File: src/rtl/adc_pkg.sv
// Shared constants and types of the converter digital output port.
package adc_pkg;

    // Sample format and pipeline shape.
    localparam int unsigned SAMPLE_WIDTH = 10;
    localparam int unsigned PIPE_LATENCY = 2;
    localparam int unsigned FIFO_DEPTH   = 8;

    // Conversion rate limit against the system clock.
    localparam int unsigned SYS_CLK_PERIOD_NS      = 10;
    localparam int unsigned CONV_RATE_MAX_MSPS     = 25;
    localparam int unsigned CONV_PERIOD_MIN_NS     = 1000 / CONV_RATE_MAX_MSPS;
    localparam int unsigned CONV_PERIOD_MIN_CYCLES =
        (CONV_PERIOD_MIN_NS + SYS_CLK_PERIOD_NS - 1) / SYS_CLK_PERIOD_NS;
    localparam int unsigned GAP_WIDTH              = 4;

    // Reset values.
    localparam logic [SAMPLE_WIDTH-1:0] DATA_RESET      = 10'h000;
    localparam logic                    DRIVE_RESET     = 1'h0;
    localparam logic                    STANDBY_RESET   = 1'h1;
    localparam logic                    VIOLATION_RESET = 1'h0;
    localparam logic                    CONV_CLK_RESET  = 1'h0;

    // Converter operating state.
    typedef enum logic [2:0] {
        ST_STANDBY = 3'b001,
        ST_FILL    = 3'b010,
        ST_RUN     = 3'b100
    } state_type;

endpackage

File: src/rtl/adc_word_if.sv
// Valid/ready word channel between the port core and its sample FIFO.
`timescale 1ns/1ps
interface adc_word_if #(
    parameter int unsigned WIDTH = 10
);
    logic             valid;
    logic             ready;
    logic [WIDTH-1:0] data;

    modport src (output valid, output data, input ready);
    modport snk (input valid, input data, output ready);
endinterface

File: src/rtl/adc_conv_clk_edge.sv
// Falling edge detector for the conversion clock pin.
`timescale 1ns/1ps
module adc_conv_clk_edge
    import adc_pkg::*;
(
    // System side
    input  wire logic i_sys_clk,
    input  wire logic i_rst_n,
    // Conversion clock pin
    input  wire logic i_conv_clk,
    // One-cycle pulse per falling edge
    output logic      o_fall
);
    typedef struct packed {
        logic prev;
        logic fall;
    } edge_state_type;

    edge_state_type q;
    edge_state_type d;

    // Previous level resets low so a clock held low at release is no edge.
    always_comb begin
        d.prev = i_conv_clk;
        d.fall = q.prev & ~i_conv_clk;
    end

    always_ff @(posedge i_sys_clk or negedge i_rst_n) begin
        if (!i_rst_n) begin
            q <= '{prev: CONV_CLK_RESET, fall: 1'b0};
        end else begin
            q <= d;
        end
    end

    assign o_fall = q.fall;
endmodule

File: src/rtl/adc_sample_fifo.sv
// Sample FIFO holding conversions in flight through the pipeline.
`timescale 1ns/1ps
module adc_sample_fifo #(
    parameter int unsigned WIDTH = 10,
    parameter int unsigned DEPTH = 8
) (
    // System side
    input  wire logic                       i_sys_clk,
    input  wire logic                       i_rst_n,
    input  wire logic                       i_flush,
    // Word channels
    adc_word_if.snk                         wr,
    adc_word_if.src                         rd,
    // Fill level
    output logic [$clog2(DEPTH+1)-1:0]      o_level
);
    localparam int unsigned AW = $clog2(DEPTH);
    localparam int unsigned LW = $clog2(DEPTH + 1);

    if (DEPTH < 2 || WIDTH < 1) begin : g_bad_shape
        $error("FIFO needs a depth of at least two words.");
    end

    typedef struct packed {
        logic [DEPTH-1:0][WIDTH-1:0] mem;
        logic [AW-1:0]               rd_ptr;
        logic [AW-1:0]               wr_ptr;
        logic [LW-1:0]               level;
    } fifo_state_type;

    fifo_state_type q;
    fifo_state_type d;
    logic           push;
    logic           pop;

    function automatic logic [AW-1:0] next_ptr(input logic [AW-1:0] p);
        next_ptr = (p == AW'(DEPTH - 1)) ? '0 : AW'(p + 1'b1);
    endfunction

    always_comb begin
        wr.ready = (q.level != LW'(DEPTH));
        rd.valid = (q.level != '0);
        rd.data  = q.mem[q.rd_ptr];
        push     = wr.valid & wr.ready;
        pop      = rd.valid & rd.ready;
        d        = q;
        if (push) begin
            d.mem[q.wr_ptr] = wr.data;
            d.wr_ptr        = next_ptr(q.wr_ptr);
        end
        if (pop) begin
            d.rd_ptr = next_ptr(q.rd_ptr);
        end
        if (push && !pop) begin
            d.level = LW'(q.level + 1'b1);
        end else if (pop && !push) begin
            d.level = LW'(q.level - 1'b1);
        end
        // Flush drops everything in flight; stored words need no clearing.
        if (i_flush) begin
            d.rd_ptr = '0;
            d.wr_ptr = '0;
            d.level  = '0;
        end
    end

    always_ff @(posedge i_sys_clk or negedge i_rst_n) begin
        if (!i_rst_n) begin
            q <= '0;
        end else begin
            q <= d;
        end
    end

    assign o_level = q.level;
endmodule

File: src/rtl/adc_parallel_output_port.sv
// Digital side of a sampling converter: sampling, pipeline and tri-state output port.
//
// Contract
// - Capture the input level on every conversion clock falling edge, one conversion each.
// - A sample's result reaches the output bus two conversion clock falling edges after its own edge.
// - Results are ten-bit straight binary, lowest input zeros, highest input ones.
// - Standby request high stops conversion and floats outputs regardless of enable.
// - Outputs are driven only while output enable and standby request are both low.
// - Ten parallel output lines, bit zero least significant, bit nine most significant.
// - Output word changes just after each falling edge; capture samples after it.
`timescale 1ns/1ps
module adc_parallel_output_port
    import adc_pkg::*;
#(
    parameter int unsigned WIDTH   = SAMPLE_WIDTH,
    parameter int unsigned LATENCY = PIPE_LATENCY,
    parameter int unsigned DEPTH   = FIFO_DEPTH
) (
    // Clock and reset
    input  wire logic             i_sys_clk,
    input  wire logic             i_arst_n,
    // Conversion clock and quantised input level
    input  wire logic             i_conv_clk,
    input  wire logic [WIDTH-1:0] i_analog_level,
    // Control pins
    input  wire logic             i_standby_request,
    input  wire logic             i_output_enable_n,
    // Parallel data pins
    output logic [WIDTH-1:0]      o_sample_word_lines,
    output logic [WIDTH-1:0]      o_sample_word_lines_oe,
    // Status
    output logic                  o_standby_active,
    output logic                  o_rate_violation
);
    localparam int unsigned LW = $clog2(DEPTH + 1);

    if (LATENCY < 1 || LATENCY >= DEPTH || WIDTH < 1) begin : g_bad_shape
        $error("Pipeline latency must be at least one and below the FIFO depth.");
    end
    if (CONV_PERIOD_MIN_CYCLES >= (1 << GAP_WIDTH)) begin : g_bad_gap
        $error("Edge gap counter too narrow for the minimum conversion period.");
    end

    // Reset release.
    typedef struct packed {
        logic [1:0] sync;
    } rst_state_type;

    rst_state_type rst_q;
    rst_state_type rst_d;
    logic          rst_n;

    always_comb begin
        rst_d.sync = {rst_q.sync[0], 1'b1};
    end

    always_ff @(posedge i_sys_clk or negedge i_arst_n) begin
        if (!i_arst_n) begin
            rst_q <= '0;
        end else begin
            rst_q <= rst_d;
        end
    end

    assign rst_n = rst_q.sync[1];

    // Core state.
    typedef struct packed {
        state_type              st;
        logic [WIDTH-1:0]       data;
        logic [WIDTH-1:0]       oe;
        logic                   standby;
        logic                   rate_viol;
        logic [GAP_WIDTH-1:0]   gap;
    } core_state_type;

    core_state_type q;
    core_state_type d;

    logic           conv_fall;
    logic           flush;
    logic [LW-1:0]  level;

    adc_word_if #(.WIDTH(WIDTH)) wr_ch ();
    adc_word_if #(.WIDTH(WIDTH)) rd_ch ();

    adc_conv_clk_edge u_edge (
        .i_sys_clk  (i_sys_clk),
        .i_rst_n    (rst_n),
        .i_conv_clk (i_conv_clk),
        .o_fall     (conv_fall)
    );

    // The FIFO only ever holds LATENCY words, so it never back-pressures in
    // normal use; if it ever did, the sample is skipped rather than overwritten.
    adc_sample_fifo #(
        .WIDTH (WIDTH),
        .DEPTH (DEPTH)
    ) u_fifo (
        .i_sys_clk (i_sys_clk),
        .i_rst_n   (rst_n),
        .i_flush   (flush),
        .wr        (wr_ch.snk),
        .rd        (rd_ch.src),
        .o_level   (level)
    );

    always_comb begin
        d           = q;
        flush       = 1'b0;
        wr_ch.valid = 1'b0;
        // Straight binary: the quantised level passes unchanged, bit 0 as LSB.
        wr_ch.data  = i_analog_level;
        rd_ch.ready = 1'b0;

        // Edge spacing measured in system cycles, saturating.
        if (conv_fall) begin
            d.gap = '0;
        end else if (q.gap != '1) begin
            d.gap = GAP_WIDTH'(q.gap + 1'b1);
        end

        unique case (q.st)
            ST_STANDBY: begin
                // Pipeline contents are stale after standby and are dropped.
                flush       = 1'b1;
                d.rate_viol = 1'b0;
                if (!i_standby_request) begin
                    d.st = ST_FILL;
                end
            end
            ST_FILL: begin
                if (i_standby_request) begin
                    d.st = ST_STANDBY;
                end else if (conv_fall) begin
                    wr_ch.valid = 1'b1;
                    if (wr_ch.ready && level == LW'(LATENCY - 1)) begin
                        d.st = ST_RUN;
                    end
                end
            end
            ST_RUN: begin
                if (i_standby_request) begin
                    d.st = ST_STANDBY;
                end else if (conv_fall) begin
                    wr_ch.valid = 1'b1;
                    rd_ch.ready = 1'b1;
                    // The word leaving the FIFO was taken LATENCY edges ago.
                    if (rd_ch.valid) begin
                        d.data = rd_ch.data;
                    end
                end
            end
            default: begin
                d.st = ST_STANDBY;
            end
        endcase

        // Too close a pair of edges means the clock runs above the rated rate;
        // such samples still go through but the flag stays up until standby.
        if (conv_fall && q.st != ST_STANDBY && q.gap < GAP_WIDTH'(CONV_PERIOD_MIN_CYCLES - 1)) begin
            d.rate_viol = 1'b1;
        end

        d.standby = (d.st == ST_STANDBY);
        d.oe      = {WIDTH{~i_output_enable_n & ~i_standby_request}};
    end

    always_ff @(posedge i_sys_clk or negedge rst_n) begin
        if (!rst_n) begin
            q <= '{st:        ST_STANDBY,
                   data:      DATA_RESET,
                   oe:        {WIDTH{DRIVE_RESET}},
                   standby:   STANDBY_RESET,
                   rate_viol: VIOLATION_RESET,
                   gap:       '0};
        end else begin
            q <= d;
        end
    end

    assign o_sample_word_lines    = q.data;
    assign o_sample_word_lines_oe = q.oe;
    assign o_standby_active       = q.standby;
    assign o_rate_violation       = q.rate_viol;
endmodule

File: config.mk
export PLATFORM = sky130hd
export DESIGN_NAME = adc_parallel_output_port
export DESIGN_NICKNAME = d
export VERILOG_FILES = /design/src/rtl/adc_pkg.sv /design/src/rtl/adc_word_if.sv /design/src/rtl/adc_conv_clk_edge.sv /design/src/rtl/adc_sample_fifo.sv /design/src/rtl/adc_parallel_output_port.sv
export SDC_FILE = /design/constraint.sdc
export NUM_CORES = 1
export LEC_CHECK = 0
export BUFFER_PORTS_ARGS = -buffer_cell sky130_fd_sc_hd__buf_2
export CAP_MARGIN = 20
export CORE_MARGIN = 8
export CORE_UTILIZATION = 57
export DETAILED_ROUTE_END_ITERATION = 10
export PLACE_DENSITY = 0.76
export SYNTH_ARGS = -nofsm -noshare
export SYNTH_HDL_FRONTEND = slang
export SYNTH_SLANG_ARGS = --single-unit
File: constraint.sdc
create_clock -name i_sys_clk -period 9.46 [get_ports i_sys_clk]
set_input_delay 0.473 -clock i_sys_clk [delete_from_list [all_inputs] [get_ports i_sys_clk]]
set_output_delay 0.473 -clock i_sys_clk [all_outputs]
set_load 0.02 [all_outputs]
* Word-level counts from Yosys, hierarchy flattened
Cells that the tools add are included.
** Storage, ports and cells
- Register bits :: 114
- Bits of input ports :: 15
- Output and inout port bits :: 22
** Cells by class
- Add/subtract/negate cells :: 5
- Magnitude comparators :: 4
- Eq/ne operators :: 10
- Mux-type cells :: 27
- Bitwise logic cells :: 7
- Reductions and logical operators :: 16
** Operator list (count)
- 80-bit bitwise mux :: 1
- 10-bit binary-select mux with 3-bit select :: 1
- 10-bit demux with 3-bit select :: 1
- 10-bit 2-to-1 mux :: 3
- 3-bit 2-to-1 mux :: 9
- 4-bit 2-to-1 mux :: 4
- 3-bit == test (second input constant) :: 3
- 3-bit one-hot mux with 3 select lines :: 1
- 4-bit by 1-bit adder with 4-bit output (second input constant) :: 2
- 3-bit by 4-bit less-than comparator with 1-bit output (second input constant) :: 2
- 4-bit != test (second input constant) :: 2
- 2-bit nonzero test :: 4
- 1-bit 2-to-1 mux :: 7
- 3-bit by 1-bit adder with 3-bit output (second input constant) :: 2
- 3-bit by 1-bit == test with 1-bit output (second input constant) :: 2
- 1-bit logical AND :: 6
- 1-bit AND :: 4
- 4-bit by 1-bit == test with 1-bit output (second input constant) :: 1
- 4-bit by 2-bit less-than comparator with 1-bit output (second input constant) :: 1
- 4-bit AND reduction :: 1
- 4-bit nonzero test :: 1
- 4-bit by 1-bit subtractor with 4-bit output (second input constant) :: 1
- 3-bit by 2-bit == test with 1-bit output (second input constant) :: 1
- 3-bit by 1-bit >= comparator with 1-bit output (second input constant) :: 1
- 5 further kinds :: 8

* Depth between registers and ports, before layout
- Depth in word-level cells :: 9
- Mapped depth :: 7

* By module
From an unflattened synthesis, not the netlist that was laid out.
** Second synthesis, totals
- Cells, all modules :: 374
- Area, all modules :: 5589.1 um^2
** Modules (own cells, without submodules)
- adc_sample_fifo :: times used 1, cells an instance 284, area each 4476.8 um^2, seq. area each 2252.2 um^2
- adc_parallel_output_port :: times used 1, cells an instance 87, area each 1048.5 um^2, seq. area each 553.0 um^2
- adc_conv_clk_edge :: times used 1, cells an instance 3, area each 63.8 um^2, seq. area each 50.0 um^2

* Least setup slack after synthesis
OpenSTA, ideal clock, no wires.
- Path kind :: register -> register
- Start :: register u_fifo.q, in the netlist u_fifo.o_level[0]
- End :: register u_fifo.q[30] (netlist name)
- Setup time :: 0.125 ns
- Data arrival time :: 1.991 ns
- Setup slack :: 7.344 ns
- Cell stages (with the launch flop) :: 8
- Buffers on the path :: 1
- Period minus slack after synthesis :: 2.116 ns
- Path through :: dfrtp_1 inv_1 ha_1 and3b_1 nor4_4 and4bb_2 buf_6 mux2_2
** On the way
- Cells in the longest elaborated chain, start to end :: 2
** RTL lines
- from (decl) :: line adc_sample_fifo.sv:31 : fifo_state_type q;
- from (signal assigned) :: line adc_sample_fifo.sv:69 : q <= '0;
- from (signal assigned) :: line adc_sample_fifo.sv:71 : q <= d;
- 4-bit != test :: line adc_sample_fifo.sv:41 : wr.ready = (q.level != LW'(DEPTH));
- 1-bit AND :: line adc_sample_fifo.sv:44 : push = wr.valid & wr.ready;
No other way between the ends.
A chain may end at the register's enable or synchronous reset.

* Final worst setup path
- Start :: register u_fifo.q, in the netlist u_fifo.o_level[0]
- End :: register u_fifo.q[70] (netlist name)
Same word-level chain as after synthesis.

==> key figures <==
Yosys
  – Synth top area cells: dfrtp_1 53%, mux2_2 17%, mux4_2 8.4%
  – Mean post-synth cell area: 14.1 µm²
  – Post-synth EDFFs: 0
  – Leading area contributor after synthesis: dfrtp_1
  – Post-synth top area share: ~53%
  – Synth async-reset ratio: between 90% and 100%
  – Syn Std Cell Area: 5330 µm²
  – Distinct cells, synth: 43
  – Main flop type after synthesis: dfrtp_1
  – Post-Synthesis Cells: about 380
  – Yosys reg bits: about 110
  – Sequential cell area fraction in the yosys report: a little over half
  – Number of synthesis warnings: 0
  – Mapped Nets: 400

Clocking
  – Post-CTS resize count: 0
  – Later-pin clock latency in the skew report: 0.52 ns
  – Clk root buf: clkbuf_8
  – H-Tree Depth: 4
  – Clk slew on worst S/H paths: 0.06 ns
  – Sink Count: about 110
  – CTS Buf Count: 17
  – CTS Buffer Depth: 2
  – Setup Fix Bufs, Post-CTS: 0
  – CTS tree: done

Timing
  – Fin crit period: 3.06 ns
  – Final worst-path setup slack: approximately 6.4 ns
  – Final Hold Violating Endpoints: 0
  – Post-Route Setup TNS: 0 ns
  – Achievable Freq: 326 MHz
  – Pins over their slew limit: 0
  – Worst Clk Skew: 0.00835 ns
  – Slew headroom: 28.1%
  – Fin Hold WS: 0.0762 ns
  – RSZ-0062 raised after global routing: no
  – Setup violations, final: 0
  – Tightest Pin Transition: 1.08 ns
  – Tcrit/Tclk final: between 30 and 40%

Global routing
  – Vias in the first global route: 3,256
  – Initial antenna violation count: 0
  – Global Route Usage Sum: 17.8%
  – Largest net degree at the start of global routing: 71
  – Total grt overflow: 0
  – First-pass GRT wire length: between 15,000 and 20,000 µm

Worst setup path
  – CP Launch Type: flop
  – CP Max Fanout: 19
  – Arr. time, crit path: 3.46 ns
  – CP endpoint: u_fifo.q[70]$_DFFE_PN0P_
  – CP required: 9.86 ns
  – Crit path capture type: flop
  – Reg2Reg Setup Slack: 6.40 ns
  – CP startpoint: u_fifo.o_level[0]$_DFFE_PN0P_
  – R2R cell count: 6
  – Reg-to-Reg End: u_fifo.q[70]$_DFFE_PN0P_
  – Type of the worst setup path: flop to flop
  – Reg2reg start: u_fifo.o_level[0]$_DFFE_PN0P_

Route
  – Routed len/inst: 19.5 µm
  – First drt pass iteration count: 4
  – Drt drc: 0
  – DR vias: 3,052
  – Vias per inst: 5.88
  – Drt total wl: 10,100 µm
  – Final ANT Viol Nets: 0
  – First-iteration detailed-routing DRC count: 212

Placement
  – Detailed Place HPWL: 6270 µm
  – Dpl cells: 486
  – Dpl ws: approximately 6.4 ns
  – PortBufs: 36
  – Routability cong.: 0.760

Min path
  – Hold Path Class: input pin to flop
  – Hold Path Cell Cnt: 1

Pwr
  – Power Internal: 0.000972 W
  – Switching part of the total: 23.4%
  – Clk network pwr share: 50.9%
  – Leakage power: 2.90 nW
  – Peak VDD IR: 0.150 mV
  – Psw: 0.000297 W
  – Comb power frac: under 10%
  – Seq pwr share: a little over two fifths
  – P per Cell Area: roughly 210 nW/µm²

Job
  – Max Cap Violations: 0

Floorplan
  – Die H: 113 µm
  – Core area: about 9000 µm²
  – I/O pin cnt: 37
  – Die W: 113 µm
  – Site Rows: 35
  – Starting density of the core: 58.3%
  – Die Area: 12,700 µm²

Layout
  – Post-Layout Cell Count: roughly 520
  – Most frequent cells in the layout: 110 x dfrtp_1, 80 x mux2_2, 36 x buf_2
  – Most common cell after layout, fill and taps aside: dfrtp_1
  – Synthesis-to-finish area growth: 12.9%
  – Layout cell share with drive strength beyond 1: between 40% and 50%
  – Fin util: 65.8%
  – # diodes: 0
  – Final nets: 418
  – Filler instances: 661

Run status
  – Outcome: finished clean
[registers in the layout (all words and copies together) (netlist names)]
signal,flops
u_edge.q,1
o_sample_word_lines,10
o_sample_word_lines_oe,1
u_fifo.q,86
o_rate_violation,1
rst_q,2
u_fifo.o_level,4
q,7
u_edge.o_fall,1
o_standby_active,1
[cell usage after synthesis, types with 2 or more instances]
cell      count
nand2_1      18
o21bai_1      2
xnor2_1       3
ha_1          8
nor2b_1       2
nor2_1       13
inv_1         5
and3b_1       2
clkbuf_1      7
nand3_1       3
mux4_2       20
buf_4        23
dfrtp_1     112
mux2_2       80
nand2b_1      5
buf_1         2
a21oi_1       2
or4_1         2
or3_1         2
and4bb_2      2
buf_2         5
buf_6         2
dfstp_2       2
mux2i_1      19
o21ai_0      13
nand4b_1      2
a211oi_1      2
nand3b_1      2
nor3_1        3
[metal layers]
layer  GRT usage, %  part of all wire [%]  up-vias
met5              0                     0        -
met2           27.8                    49       65
met4           8.09                   1.8        0
met3           6.23                   4.8       14
li1               -                     -     1397
met1           21.8                    44     1576
[how the worst min path moves through the flow]
stage / slack (ns) / start / to
after floorplan: 0.18 / i_arst_n / rst_q[0]$_DFF_PN0_
after global placement: 0.26 / i_arst_n / rst_q[0]$_DFF_PN0_
after detailed placement: 0.26 / i_arst_n / rst_q[0]$_DFF_PN0_
after CTS: 0.05 / i_conv_clk / u_edge.q[1]$_DFF_PN0_
after global routing: 0.05 / i_conv_clk / u_edge.q[1]$_DFF_PN0_
final: 0.08 / i_conv_clk / u_edge.q[1]$_DFF_PN0_
[stage by stage]
step                total power [W]  area (µm²)
floorplan                  0.000605        5330
global placement           0.000626        5410
detailed placement         0.000632        5410
CTS                         0.00128        6020
global route                0.00132        6020
finish                      0.00127        6020
[power groups by stage]
stage          registers [W]  clock network (W)  logic [W]
2_1_floorplan       0.000541                  0  0.0000642
3_3_place_gp        0.000539                  0  0.0000872
3_5_place_dp        0.000541                  0  0.0000912
4_1_cts             0.000532           0.000656  0.0000932
5_1_grt             0.000536           0.000678   0.000102
6_report            0.000532           0.000645  0.0000913
[logic make-up after synthesis]
logic type | after synthesis | synth area share, %
flops | 114 | 53.5
fa+ha+maj | 9 | 2.06
compound gates | 24 | 2.72
mux | 119 | 28.9
buf+inv | 44 | 5.12
other cells | 1 | 0.0703
simple gates | 63 | 7.09
xor+xnor | 3 | 0.493
[cell type report]
class                           instances  area [µm²]  area share [%]
Sequential cell                       114        2860            47.5
Clock inverter                         11         151            2.51
Multi-Input combinational cell        219        2200            36.6
Inverter                                5        18.8           0.312
Clock buffer                           21         449            7.46
Tap cell                              111         139            2.31
Timing Repair Buffer                   38         198            3.28
[worst max-delay path, cell delays in order (launching register included)]
cell and delay (ns):
dfrtp_1 0.40, inv_1 0.09, ha_1 0.24, and3b_1 0.23, nor4_4 0.76, nand4b_1 0.73
mux2_2 0.50
[what timing repair did]
action / 4_1_cts / 5_1_grt
setup endpoints to repair: 0 / 0
hold endpoints to repair: 2 / 0
hold buffers: 1 / 0
Power figures use the tool's default switching activity.
